## src/logic/dcs_pkg.sv

```systemverilog
// Constants, types and helpers shared by the cycle sequencer files
package dcs_pkg;

	localparam int NCH    = 4;
	localparam int CH_W   = 2;
	localparam int ADDR_W = 8;
	localparam int DSC_W  = 18;

	// Register byte offsets
	localparam logic [7:0] OFS_CTRL     = 8'h00;
	localparam logic [7:0] OFS_PRIO     = 8'h04;
	localparam logic [7:0] OFS_SWREQ    = 8'h08;
	localparam logic [7:0] OFS_ALT      = 8'h0c;
	localparam logic [7:0] OFS_STAT     = 8'h10;
	localparam logic [7:0] OFS_DESC     = 8'h20;
	localparam logic [7:0] OFS_DESC_END = 8'h3c;

	// Descriptor field positions, same layout as the in-memory control word
	localparam int DSC_TYP_LSB = 0;
	localparam int DSC_N_LSB   = 4;
	localparam int DSC_RP_LSB  = 14;

	// Status field positions
	localparam int STAT_BUSY = 0;
	localparam int STAT_CH   = 1;
	localparam int STAT_PEND = 4;
	localparam int STAT_AUTO = 8;
	localparam int STAT_TYP  = 12;

	// Reset values and batch limits
	localparam logic [3:0]       CH_RST    = 4'h0;
	localparam logic [DSC_W-1:0] DSC_RST   = 18'h0;
	localparam logic [3:0]       RP_MAX    = 4'ha;
	localparam logic [10:0]      BATCH_MAX = 11'h400;

	localparam logic [1:0] RESP_OKAY   = 2'b00;
	localparam logic [1:0] RESP_SLVERR = 2'b10;

	typedef enum logic [2:0] {
		CYC_INVALID = 3'b000,
		CYC_BASIC   = 3'b001,
		CYC_AUTO    = 3'b010,
		CYC_PING    = 3'b011,
		CYC_MSG_PRI = 3'b100,
		CYC_MSG_ALT = 3'b101,
		CYC_PSG_PRI = 3'b110,
		CYC_PSG_ALT = 3'b111
	} dcs_cyc_t;

	typedef enum logic [1:0] {
		ST_ARB   = 2'b00,
		ST_FETCH = 2'b01,
		ST_XFER  = 2'b10,
		ST_WB    = 2'b11
	} dcs_state_t;

	// Aligned and inside the map
	function automatic logic addr_ok(input logic [7:0] a);
		return (a[1:0] == 2'b00) && ((a <= OFS_STAT) || ((a >= OFS_DESC) && (a <= OFS_DESC_END)));
	endfunction

	// Transfers per batch from the exponent, saturating at 1024 from code ten up
	function automatic logic [10:0] batch_size(input logic [3:0] rp);
		if (rp >= RP_MAX) begin
			return BATCH_MAX;
		end
		return 11'h001 << rp;
	endfunction

	// Byte-lane merge of a write into an old value
	function automatic logic [31:0] wmerge(input logic [31:0] old, input logic [31:0] d,
		input logic [3:0] strb);
		logic [31:0] r;
		r = old;
		for (int i = 0; i < 4; i++) begin
			if (strb[i]) begin
				r[8*i +: 8] = d[8*i +: 8];
			end
		end
		return r;
	endfunction

endpackage

```

## src/logic/dcs_if.sv

```systemverilog
// Carriers between the sequencer, its bus front end and its arbiter
`timescale 1ns/10ps
interface dcs_reg_if;
	logic        wr_en;
	logic [7:0]  wr_addr;
	logic [31:0] wr_data;
	logic [3:0]  wr_strb;
	logic [7:0]  rd_addr;
	logic [31:0] rd_data;
	modport bus  (output wr_en, wr_addr, wr_data, wr_strb, rd_addr, input rd_data);
	modport regs (input wr_en, wr_addr, wr_data, wr_strb, rd_addr, output rd_data);
endinterface

interface dcs_arb_if;
	logic [dcs_pkg::NCH-1:0]  cand;
	logic [dcs_pkg::NCH-1:0]  high;
	logic                     vld;
	logic [dcs_pkg::CH_W-1:0] ch;
	modport req (output cand, high, input vld, ch);
	modport arb (input cand, high, output vld, ch);
endinterface

```

## src/logic/dcs_arbiter.sv

```systemverilog
// Fixed two-level priority pick among requesting channels
`timescale 1ns/10ps
module dcs_arbiter (
	dcs_arb_if.arb aif
);
	import dcs_pkg::*;

	logic [NCH-1:0] pool;

	// High level shadows default level; lowest index wins inside a level
	always_comb begin
		pool    = ((aif.cand & aif.high) != '0) ? (aif.cand & aif.high) : aif.cand;
		aif.vld = 1'b0;
		aif.ch  = '0;
		for (int i = NCH - 1; i >= 0; i--) begin
			if (pool[i]) begin
				aif.vld = 1'b1;
				aif.ch  = CH_W'(i);
			end
		end
	end

endmodule // dcs_arbiter

```

## src/logic/dcs_axil_slave.sv

```systemverilog
// AXI4-Lite slave front end: one write and one read in flight
`timescale 1ns/10ps
module dcs_axil_slave (
	input  logic        aclk,
	input  logic        aresetn,
	input  logic [7:0]  awaddr,
	input  logic        awvalid,
	output logic        awready,
	input  logic [31:0] wdata,
	input  logic [3:0]  wstrb,
	input  logic        wvalid,
	output logic        wready,
	output logic [1:0]  bresp,
	output logic        bvalid,
	input  logic        bready,
	input  logic [7:0]  araddr,
	input  logic        arvalid,
	output logic        arready,
	output logic [31:0] rdata,
	output logic [1:0]  rresp,
	output logic        rvalid,
	input  logic        rready,
	dcs_reg_if.bus      rif
);
	import dcs_pkg::*;

	logic        aw_r, aw_nxt, w_r, w_nxt, bv_r, bv_nxt, awr_r, awr_nxt, wr_r, wr_nxt;
	logic [7:0]  wa_r, wa_nxt, ra_r, ra_nxt;
	logic [31:0] wd_r, wd_nxt, rd_r, rd_nxt;
	logic [3:0]  ws_r, ws_nxt;
	logic [1:0]  br_r, br_nxt, rr_r, rr_nxt;
	logic        rp_r, rp_nxt, rv_r, rv_nxt, arr_r, arr_nxt;

	// Address and data are taken in either order; the write fires once both are held
	always_comb begin
		aw_nxt = aw_r;
		w_nxt  = w_r;
		wa_nxt = wa_r;
		wd_nxt = wd_r;
		ws_nxt = ws_r;
		bv_nxt = bv_r;
		br_nxt = br_r;
		if (awvalid && awr_r) begin
			aw_nxt = 1'b1;
			wa_nxt = awaddr;
		end
		if (wvalid && wr_r) begin
			w_nxt  = 1'b1;
			wd_nxt = wdata;
			ws_nxt = wstrb;
		end
		if (bv_r && bready) begin
			bv_nxt = 1'b0;
		end
		if (rif.wr_en) begin
			aw_nxt = 1'b0;
			w_nxt  = 1'b0;
			bv_nxt = 1'b1;
			br_nxt = addr_ok(wa_r) ? RESP_OKAY : RESP_SLVERR;
		end
		// Ready drops while a response is owed, so one write at most is in flight
		awr_nxt = !aw_nxt && !bv_nxt;
		wr_nxt  = !w_nxt && !bv_nxt;
		rp_nxt  = rp_r;
		ra_nxt  = ra_r;
		rv_nxt  = rv_r;
		rd_nxt  = rd_r;
		rr_nxt  = rr_r;
		if (arvalid && arr_r) begin
			rp_nxt = 1'b1;
			ra_nxt = araddr;
		end
		if (rv_r && rready) begin
			rv_nxt = 1'b0;
		end
		if (rp_r) begin
			rp_nxt = 1'b0;
			rv_nxt = 1'b1;
			rd_nxt = addr_ok(ra_r) ? rif.rd_data : 32'h0;
			rr_nxt = addr_ok(ra_r) ? RESP_OKAY : RESP_SLVERR;
		end
		arr_nxt = !rp_nxt && !rv_nxt;
	end

	always_ff @(posedge aclk) begin
		if (!aresetn) begin
			{aw_r, w_r, bv_r, rp_r, rv_r} <= 5'h00;
			{awr_r, wr_r, arr_r}          <= 3'h0;
			wa_r <= 8'h00;
			ra_r <= 8'h00;
			wd_r <= 32'h0;
			rd_r <= 32'h0;
			ws_r <= 4'h0;
			br_r <= RESP_OKAY;
			rr_r <= RESP_OKAY;
		end else begin
			{aw_r, w_r, bv_r, rp_r, rv_r} <= {aw_nxt, w_nxt, bv_nxt, rp_nxt, rv_nxt};
			{awr_r, wr_r, arr_r}          <= {awr_nxt, wr_nxt, arr_nxt};
			wa_r <= wa_nxt;
			ra_r <= ra_nxt;
			wd_r <= wd_nxt;
			rd_r <= rd_nxt;
			ws_r <= ws_nxt;
			br_r <= br_nxt;
			rr_r <= rr_nxt;
		end
	end

	assign rif.wr_en   = aw_r && w_r && !bv_r;
	assign rif.wr_addr = wa_r;
	assign rif.wr_data = wd_r;
	assign rif.wr_strb = addr_ok(wa_r) ? ws_r : 4'h0;
	assign rif.rd_addr = ra_r;
	assign awready     = awr_r;
	assign wready      = wr_r;
	assign bvalid      = bv_r;
	assign bresp       = br_r;
	assign arready     = arr_r;
	assign rvalid      = rv_r;
	assign rdata       = rd_r;
	assign rresp       = rr_r;

endmodule // dcs_axil_slave

```

## src/logic/dcs_sequencer.sv

```systemverilog
// Four-channel cycle sequencer: arbitration, batching and cycle completion
// Notes on behaviour
// - Re-arbitrate over all channels after transfers
// - Codes 0..3: invalid, basic, auto, ping-pong
// - Codes 4..7: memory then peripheral scatter-gather
// - Each service is a batch of 2^R
// - No other channel moves during a batch
// - Completed cycle rewrites its type invalid
// - Basic: batch, completion when none remain
// - Basic continues only on fresh request
// - Completion pulse lasts exactly one clock
// - Auto-request: one request finishes cycle
// - Auto-request resumes without new request
// - Ping-pong alternates primary and alternate structures
// - Ping-pong batches continue on new request
// - Ping-pong task end pulses, awaits request
// - Invalid next structure ends ping-pong
// - Basic-typed ping-pong task ends the sequence
// - Exponent codes ten upward mean 1024
// - Full batches first, remainder last
// - High level first, then lower index
//
// Register access over AXI4-Lite and the address map were left to the implementer.
`timescale 1ns/10ps
module dcs_sequencer (
	input  logic                    aclk,
	input  logic                    aresetn,
	input  logic [7:0]              awaddr,
	input  logic                    awvalid,
	output logic                    awready,
	input  logic [31:0]             wdata,
	input  logic [3:0]              wstrb,
	input  logic                    wvalid,
	output logic                    wready,
	output logic [1:0]              bresp,
	output logic                    bvalid,
	input  logic                    bready,
	input  logic [7:0]              araddr,
	input  logic                    arvalid,
	output logic                    arready,
	output logic [31:0]             rdata,
	output logic [1:0]              rresp,
	output logic                    rvalid,
	input  logic                    rready,
	input  logic [dcs_pkg::NCH-1:0] periph_req,
	output logic [dcs_pkg::NCH-1:0] cyc_done,
	output logic                    xfer_strobe,
	output logic [dcs_pkg::CH_W-1:0] xfer_chan
);
	import dcs_pkg::*;

	// Carriers to the bus front end and to the arbiter
	dcs_reg_if rif ();
	dcs_arb_if aif ();

	// Bus front end; a register write reaches this module as a one-cycle strobe
	dcs_axil_slave u_bus (
		.aclk    (aclk),
		.aresetn (aresetn),
		.awaddr  (awaddr),
		.awvalid (awvalid),
		.awready (awready),
		.wdata   (wdata),
		.wstrb   (wstrb),
		.wvalid  (wvalid),
		.wready  (wready),
		.bresp   (bresp),
		.bvalid  (bvalid),
		.bready  (bready),
		.araddr  (araddr),
		.arvalid (arvalid),
		.arready (arready),
		.rdata   (rdata),
		.rresp   (rresp),
		.rvalid  (rvalid),
		.rready  (rready),
		.rif     (rif.bus)
	);

	// Purely combinational pick; the grant is registered here, in the idle state
	dcs_arbiter u_arb (
		.aif (aif.arb)
	);

	// Per-channel control, request and completion state
	logic [NCH-1:0]   en_r, en_nxt, hi_r, hi_nxt, alt_r, alt_nxt;
	logic [NCH-1:0]   pend_r, pend_nxt, auto_r, auto_nxt, done_r, done_nxt;
	logic [NCH-1:0]   sw_set, pclr;

	// Descriptor store: two structures per channel, alternate in the low index bit
	logic [DSC_W-1:0] desc_r [2*NCH];
	logic [DSC_W-1:0] desc_nxt [2*NCH];

	// Engine state and batch counters
	dcs_state_t       state_r, state_nxt;
	dcs_cyc_t         typ_r, typ_nxt, cur_typ;
	logic [CH_W-1:0]  ch_r, ch_nxt, xch_r, xch_nxt;
	logic [10:0]      cnt_r, cnt_nxt, rem_r, rem_nxt, rem_new, bsz;
	logic             xfer_r, xfer_nxt;

	// Decode helpers for the structure in use
	logic [2:0]       cur_idx, wr_idx;
	logic [DSC_W-1:0] cur_dsc;
	logic [31:0]      wv, stat;

	// Structure in use for the channel being served
	assign cur_idx = {ch_r, alt_r[ch_r]};
	assign cur_dsc = desc_r[cur_idx];
	assign cur_typ = dcs_cyc_t'(cur_dsc[DSC_TYP_LSB +: 3]);
	// Remaining count is the stored value plus one; eleven bits hold 1024
	assign rem_new = 11'({1'b0, cur_dsc[DSC_N_LSB +: 10]} + 11'h001);
	assign bsz     = batch_size(cur_dsc[DSC_RP_LSB +: 4]);
	assign wr_idx  = rif.wr_addr[4:2];

	// A channel bids when enabled and either requested or carrying an auto-request
	assign aif.cand = en_r & (pend_r | auto_r);
	assign aif.high = hi_r;

	// Register writes, then the sequencer; the sequencer's own write-back comes last
	// so it wins over a software write to the same field in the same cycle
	always_comb begin
		// Hold all state by default
		en_nxt    = en_r;
		hi_nxt    = hi_r;
		alt_nxt   = alt_r;
		auto_nxt  = auto_r;
		desc_nxt  = desc_r;
		state_nxt = state_r;
		typ_nxt   = typ_r;
		ch_nxt    = ch_r;
		cnt_nxt   = cnt_r;
		rem_nxt   = rem_r;
		xch_nxt   = xch_r;

		// One-cycle strobes and scratch values fall back to zero
		xfer_nxt  = 1'b0;
		done_nxt  = '0;
		sw_set    = '0;
		pclr      = '0;
		wv        = 32'h0;

		// Software writes, merged lane by lane into the current value
		if (rif.wr_en) begin
			if (rif.wr_addr == OFS_CTRL) begin
				wv     = wmerge({28'h0, en_r}, rif.wr_data, rif.wr_strb);
				en_nxt = wv[NCH-1:0];
			end else if (rif.wr_addr == OFS_PRIO) begin
				wv     = wmerge({28'h0, hi_r}, rif.wr_data, rif.wr_strb);
				hi_nxt = wv[NCH-1:0];
			end else if (rif.wr_addr == OFS_SWREQ) begin
				// Write-one-to-set; nothing is stored, so the word reads zero
				wv     = wmerge(32'h0, rif.wr_data, rif.wr_strb);
				sw_set = wv[NCH-1:0];
			end else if (rif.wr_addr == OFS_ALT) begin
				// Software may point a channel at either structure
				wv      = wmerge({28'h0, alt_r}, rif.wr_data, rif.wr_strb);
				alt_nxt = wv[NCH-1:0];
			end else if (rif.wr_addr >= OFS_DESC && rif.wr_addr <= OFS_DESC_END) begin
				// Word index picks channel and structure; top bits read zero
				wv               = wmerge({14'h0, desc_r[wr_idx]}, rif.wr_data, rif.wr_strb);
				desc_nxt[wr_idx] = wv[DSC_W-1:0];
			end
		end

		// Sequencer proper
		case (state_r)
			ST_ARB: begin
				// Whole pool is polled every time the engine is free
				if (aif.vld) begin
					// Grant consumes the request and any auto bid of the winner
					ch_nxt           = aif.ch;
					pclr[aif.ch]     = 1'b1;
					auto_nxt[aif.ch] = 1'b0;
					state_nxt        = ST_FETCH;
				end
			end

			// Decode the fetched type; an invalid or disabled structure is dropped
			ST_FETCH: begin
				typ_nxt = cur_typ;
				if (cur_typ == CYC_INVALID || !en_r[ch_r]) begin
					state_nxt = ST_ARB;
				end else begin
					// Whole remainder loaded; the batch is the smaller of the two
					rem_nxt   = rem_new;
					cnt_nxt   = (bsz < rem_new) ? bsz : rem_new;
					state_nxt = ST_XFER;
				end
			end

			ST_XFER: begin
				// Channel is locked until its batch count runs out
				xfer_nxt = 1'b1;
				xch_nxt  = ch_r;
				// Both counts step once per transfer
				cnt_nxt  = 11'(cnt_r - 11'h001);
				rem_nxt  = 11'(rem_r - 11'h001);
				if (cnt_r == 11'h001) begin
					state_nxt = ST_WB;
				end
			end

			// Write-back: close the cycle or record what is left
			ST_WB: begin
				if (rem_r == 11'h000) begin
					// Cycle over: kill the structure, pulse completion
					desc_nxt[cur_idx][DSC_TYP_LSB +: 3] = CYC_INVALID;
					done_nxt[ch_r] = 1'b1;
					// Ping-pong hands the next task to the other structure
					if (typ_r == CYC_PING) begin
						alt_nxt[ch_r] = ~alt_r[ch_r];
					end
					// A basic task does not flip, so the next fetch meets its invalid code
				end else begin
					desc_nxt[cur_idx][DSC_N_LSB +: 10] = 10'(rem_r - 11'h001);
					// Basic and ping-pong wait for a fresh request; auto kinds bid on
					if (typ_r == CYC_AUTO || typ_r == CYC_MSG_PRI || typ_r == CYC_MSG_ALT) begin
						auto_nxt[ch_r] = 1'b1;
					end
				end
				state_nxt = ST_ARB;
			end

			// Unused code recovers to idle
			default: begin
				state_nxt = ST_ARB;
			end
		endcase
		// A request in the grant cycle survives the clear
		pend_nxt = (pend_r & ~pclr) | periph_req | sw_set;
	end

	// Status word
	always_comb begin
		stat                   = 32'h0;
		stat[STAT_BUSY]        = (state_r != ST_ARB);
		stat[STAT_CH +: CH_W]  = ch_r;
		stat[STAT_PEND +: NCH] = pend_r;
		stat[STAT_AUTO +: NCH] = auto_r;
		stat[STAT_TYP +: 3]    = typ_r;
	end

	// Read decode; unmapped words answer zero
	always_comb begin
		if (rif.rd_addr == OFS_CTRL) begin
			rif.rd_data = {28'h0, en_r};
		end else if (rif.rd_addr == OFS_PRIO) begin
			rif.rd_data = {28'h0, hi_r};
		end else if (rif.rd_addr == OFS_ALT) begin
			rif.rd_data = {28'h0, alt_r};
		end else if (rif.rd_addr == OFS_STAT) begin
			rif.rd_data = stat;
		end else if (rif.rd_addr >= OFS_DESC && rif.rd_addr <= OFS_DESC_END) begin
			rif.rd_data = {14'h0, desc_r[rif.rd_addr[4:2]]};
		end else begin
			rif.rd_data = 32'h0;
		end
	end

	// All state on one synchronous, active-low reset
	always_ff @(posedge aclk) begin
		if (!aresetn) begin
			en_r    <= CH_RST;
			hi_r    <= CH_RST;
			alt_r   <= CH_RST;
			pend_r  <= CH_RST;
			auto_r  <= CH_RST;
			done_r  <= CH_RST;
			// Every structure starts invalid: no channel runs before set-up
			for (int i = 0; i < 2 * NCH; i++) begin
				desc_r[i] <= DSC_RST;
			end
			// Engine idle, waiting in arbitration
			state_r <= ST_ARB;
			typ_r   <= CYC_INVALID;
			ch_r    <= '0;
			xch_r   <= '0;
			cnt_r   <= 11'h000;
			rem_r   <= 11'h000;
			xfer_r  <= 1'b0;
		end else begin
			// Everything advances together on each edge
			en_r    <= en_nxt;
			hi_r    <= hi_nxt;
			alt_r   <= alt_nxt;
			pend_r  <= pend_nxt;
			auto_r  <= auto_nxt;
			done_r  <= done_nxt;
			desc_r  <= desc_nxt;
			// Engine state and counters
			state_r <= state_nxt;
			typ_r   <= typ_nxt;
			ch_r    <= ch_nxt;
			xch_r   <= xch_nxt;
			cnt_r   <= cnt_nxt;
			rem_r   <= rem_nxt;
			xfer_r  <= xfer_nxt;
		end
	end

	// Outputs straight from their flip-flops
	assign cyc_done    = done_r;
	assign xfer_strobe = xfer_r;
	assign xfer_chan   = xch_r;

endmodule // dcs_sequencer

```

## config.mk

```make
export PLATFORM = sky130hd
export DESIGN_NAME = dcs_sequencer
export DESIGN_NICKNAME = d
export VERILOG_FILES = /design/src/logic/dcs_pkg.sv /design/src/logic/dcs_if.sv /design/src/logic/dcs_arbiter.sv /design/src/logic/dcs_axil_slave.sv /design/src/logic/dcs_sequencer.sv
export SDC_FILE = /design/constraint.sdc
export NUM_CORES = 1
export LEC_CHECK = 0
export BUFFER_PORTS_ARGS = -buffer_cell sky130_fd_sc_hd__buf_2
export CELL_PAD_IN_SITES_DETAIL_PLACEMENT = 0
export CELL_PAD_IN_SITES_GLOBAL_PLACEMENT = 1
export CORE_MARGIN = 5
export CORE_UTILIZATION = 28
export CTS_BUF_LIST = sky130_fd_sc_hd__clkbuf_8
export CTS_CLUSTER_SIZE = 28
export DETAILED_ROUTE_END_ITERATION = 10
export PLACE_DENSITY_LB_ADDON = 0.1
export SLEW_MARGIN = 20
export SYNTH_ARGS = -nofsm -noshare
export SYNTH_HDL_FRONTEND = slang
export SYNTH_HIERARCHICAL = 1
export SYNTH_SLANG_ARGS = --single-unit
```

## constraint.sdc

```tcl
create_clock -name aclk -period 11.8 [get_ports aclk]
set_input_delay 1.18 -clock aclk [delete_from_list [all_inputs] [get_ports aclk]]
set_output_delay 1.18 -clock aclk [all_outputs]
set_load 0.1 [all_outputs]
```

==> results.py <==
metrics = {
    "route": {
        "remaining_drc_errors": 0,
        "ant_nets": 0,
        "vias": 15429,
        "drt_iter0_drc": 1108,
        "avgViaCountPerCell": 5.44,
        "dr.pass1.iters": 7,
        "routedWlPerCell_um": 24.3,
        "drt-total-wl_mm": 68.8,
    },
    "floorplan": {
        "die_width_um": 253,
        "die_h_um": 253,
        "start_util_pct": 28.1,
        "die-area_mm2": 0.0641,
        "ios": 111,
        "rows": 89,
        "core-area_mm2": 0.0588,
    },
    "placed_design": {
        "numPortBuffers": 93,
        "gp_congestion": 0.835,
        "hpwlAfterDp_mm": 45.8,
        "dpl_cell_area_mm2": 0.0176,
        "post-place-ws_ns": 6.43,
    },
    "critical_path": {
        "crit_start": "ch_r[0]",
        "worstPathMaxFanout": 31,
        "cp.required_ns": 12.35,
        "worstSetupEndpointType": "register",
        "startpoint_type": "register",
        "crit_end": "cnt_r[5]",
        "reg2reg_depth": 16,
        "r2r_setup_slack_ns": 6.36,
        "timing.rr.start": "ch_r[0]",
        "r2r_end": "cnt_r[5]",
        "worstSetupPathType": "reg -> reg",
        "crit_arrival_ns": 5.99,
    },
    "timing": {
        "min_period_ns": 5.44,
        "finalCritPeriodShare_pct": 46.1,
        "clock_skew_ns": 0.0156,
        "max_freq_mhz": 184,
        "hold_viol": 0,
        "rsz0062_at_grt": "no",
        "tightest_slew_ns": 1.13,
        "finalSetupViolCount": 0,
        "setup_ws_ns": 6.36,
        "slew_headroom_pct": 24.2,
        "setup_tns_ns": 0,
        "slew_violations": 0,
    },
    "layout": {
        "fin_nets": 2093,
        "stdcell_area_mm2": 0.0187,
        "layout-drive-gt1-share_pct": 17.9,
        "finish.utilization_pct": 31.9,
        "area_growth_pct": 13.3,
    },
    "clock_tree": {
        "htree_num_levels": 2,
        "cts_tree": "yes",
        "cts_resized": 0,
        "cts_buffer_depth": 3,
        "clk_latency_ns": 0.67,
        "clk_pin_slew_ns": 0.06,
        "cts_setup_buffers": 0,
        "holdBufCountCts": 0,
        "cts-root-buf": "clkbuf_8",
        "numCtsBuffers": 56,
        "numClockSinks": 279,
    },
    "global_routing": {
        "grt_pass1_wl_mm": 101,
        "antenna_found_initial": 4,
        "grt_max_degree": 89,
        "grt_overflow": 0,
        "grt_usage_pct": 20.8,
        "grt_pass1_vias": 14896,
    },
    "worst_hold_path": {
        "min_path_type": "reg -> reg",
        "hold_depth": 2,
    },
    "power_and_ir_drop": {
        "ir_drop_mv": 0.0727,
        "power_density_mw_per_mm2": 114,
        "p_leak_uw": 0.00619,
    },
    "synthesis": {
        "synth_area_mm2": 0.0165,
        "ys_warn_count": 6,
        "synth.avg_cell_area_um2": 8.36,
        "postSynthCellCount": 1980,
    },
    "flow_run": {
        "max-cap-violations": 0,
    },
    "status": {
        "run_status": "finished clean",
    },
}
[power by group]
group / internal (uW) / switching, uW
Sequential: 953 / 16.0
Combinational: 36.5 / 98.0
Clock: 566 / 472
Total: 1560 / 586
[through the flow]
stage | hold slack [ns] | power (uW) | std cells
floorplan | 0.422 | 1090 | 1994
global placement | 0.450 | 1130 | 2731
detailed placement | 0.447 | 1130 | 2731
CTS | 0.458 | 2180 | 2833
global route | 0.482 | 2230 | 2834
finish | 0.460 | 2140 | 2835
[layer usage]
metal	share of wire, %	global-route usage, %
met4	2.9	6.08
met1	44	28.3
met5	0	0
met3	6.0	3.20
met2	47	34.5
[worst min path at each step]
stage / start / to / slack (ns)
after floorplan: u_bus/w_r / u_bus/wready / 0.42
after global placement: xfer_chan[0] / xfer_chan[0] / 0.45
final: xfer_chan[0] / xfer_chan[0] / 0.46
after CTS: u_bus/w_r / u_bus/wready / 0.46
after global routing: u_bus/ws_r[0] / u_bus/ws_r[0] / 0.48
after detailed placement: u_bus/w_r / u_bus/wready / 0.45
[placed cells by master, fill, tap and decap left out, types with 14 or more instances in the layout]
cell type,count
buf_4,36
inv_1,43
nor3_1,22
buf_2,92
nor2b_1,32
ha_1,14
a311oi_1,67
mux2i_1,62
o21ai_0,40
a21boi_0,47
nor2_1,162
nand3_1,82
o21ai_2,26
conb_1,16
nand2_1,468
mux4_2,89
a21oi_1,90
o21ai_1,23
nand3b_1,43
clkbuf_8,72
dfxtp_1,272
[final cells by class]
| type | count | area, um^2 |
|---|---|---|
| tap | 773 | 967 |
| timing repair buffer | 128 | 731 |
| fill | 6280 | 40100 |
| inverter | 21 | 81.3 |
| multi-input combinational | 1530 | 10200 |
| antenna | 2 | 5.00 |
| clock buffer | 72 | 991 |
| sequential | 279 | 5600 |
| clock inverter | 30 | 158 |
[worst max-delay path, cell delays in order, from the launching register on]
cell	delay, ns
dfxtp_2	0.86
buf_4	0.48
mux4_2	0.57
or2_2	0.37
inv_1	0.10
ha_1	0.18
nor4b_4	0.33
nand3b_1	0.14
xor2_1	0.38
ha_1	0.32
and2_1	0.18
a221o_1	0.32
a21oi_1	0.14
o21ai_0	0.09
a21o_2	0.33
nor3b_1	0.19
o31a_1	0.30
Note: power is estimated with default switching activity, not from simulation.
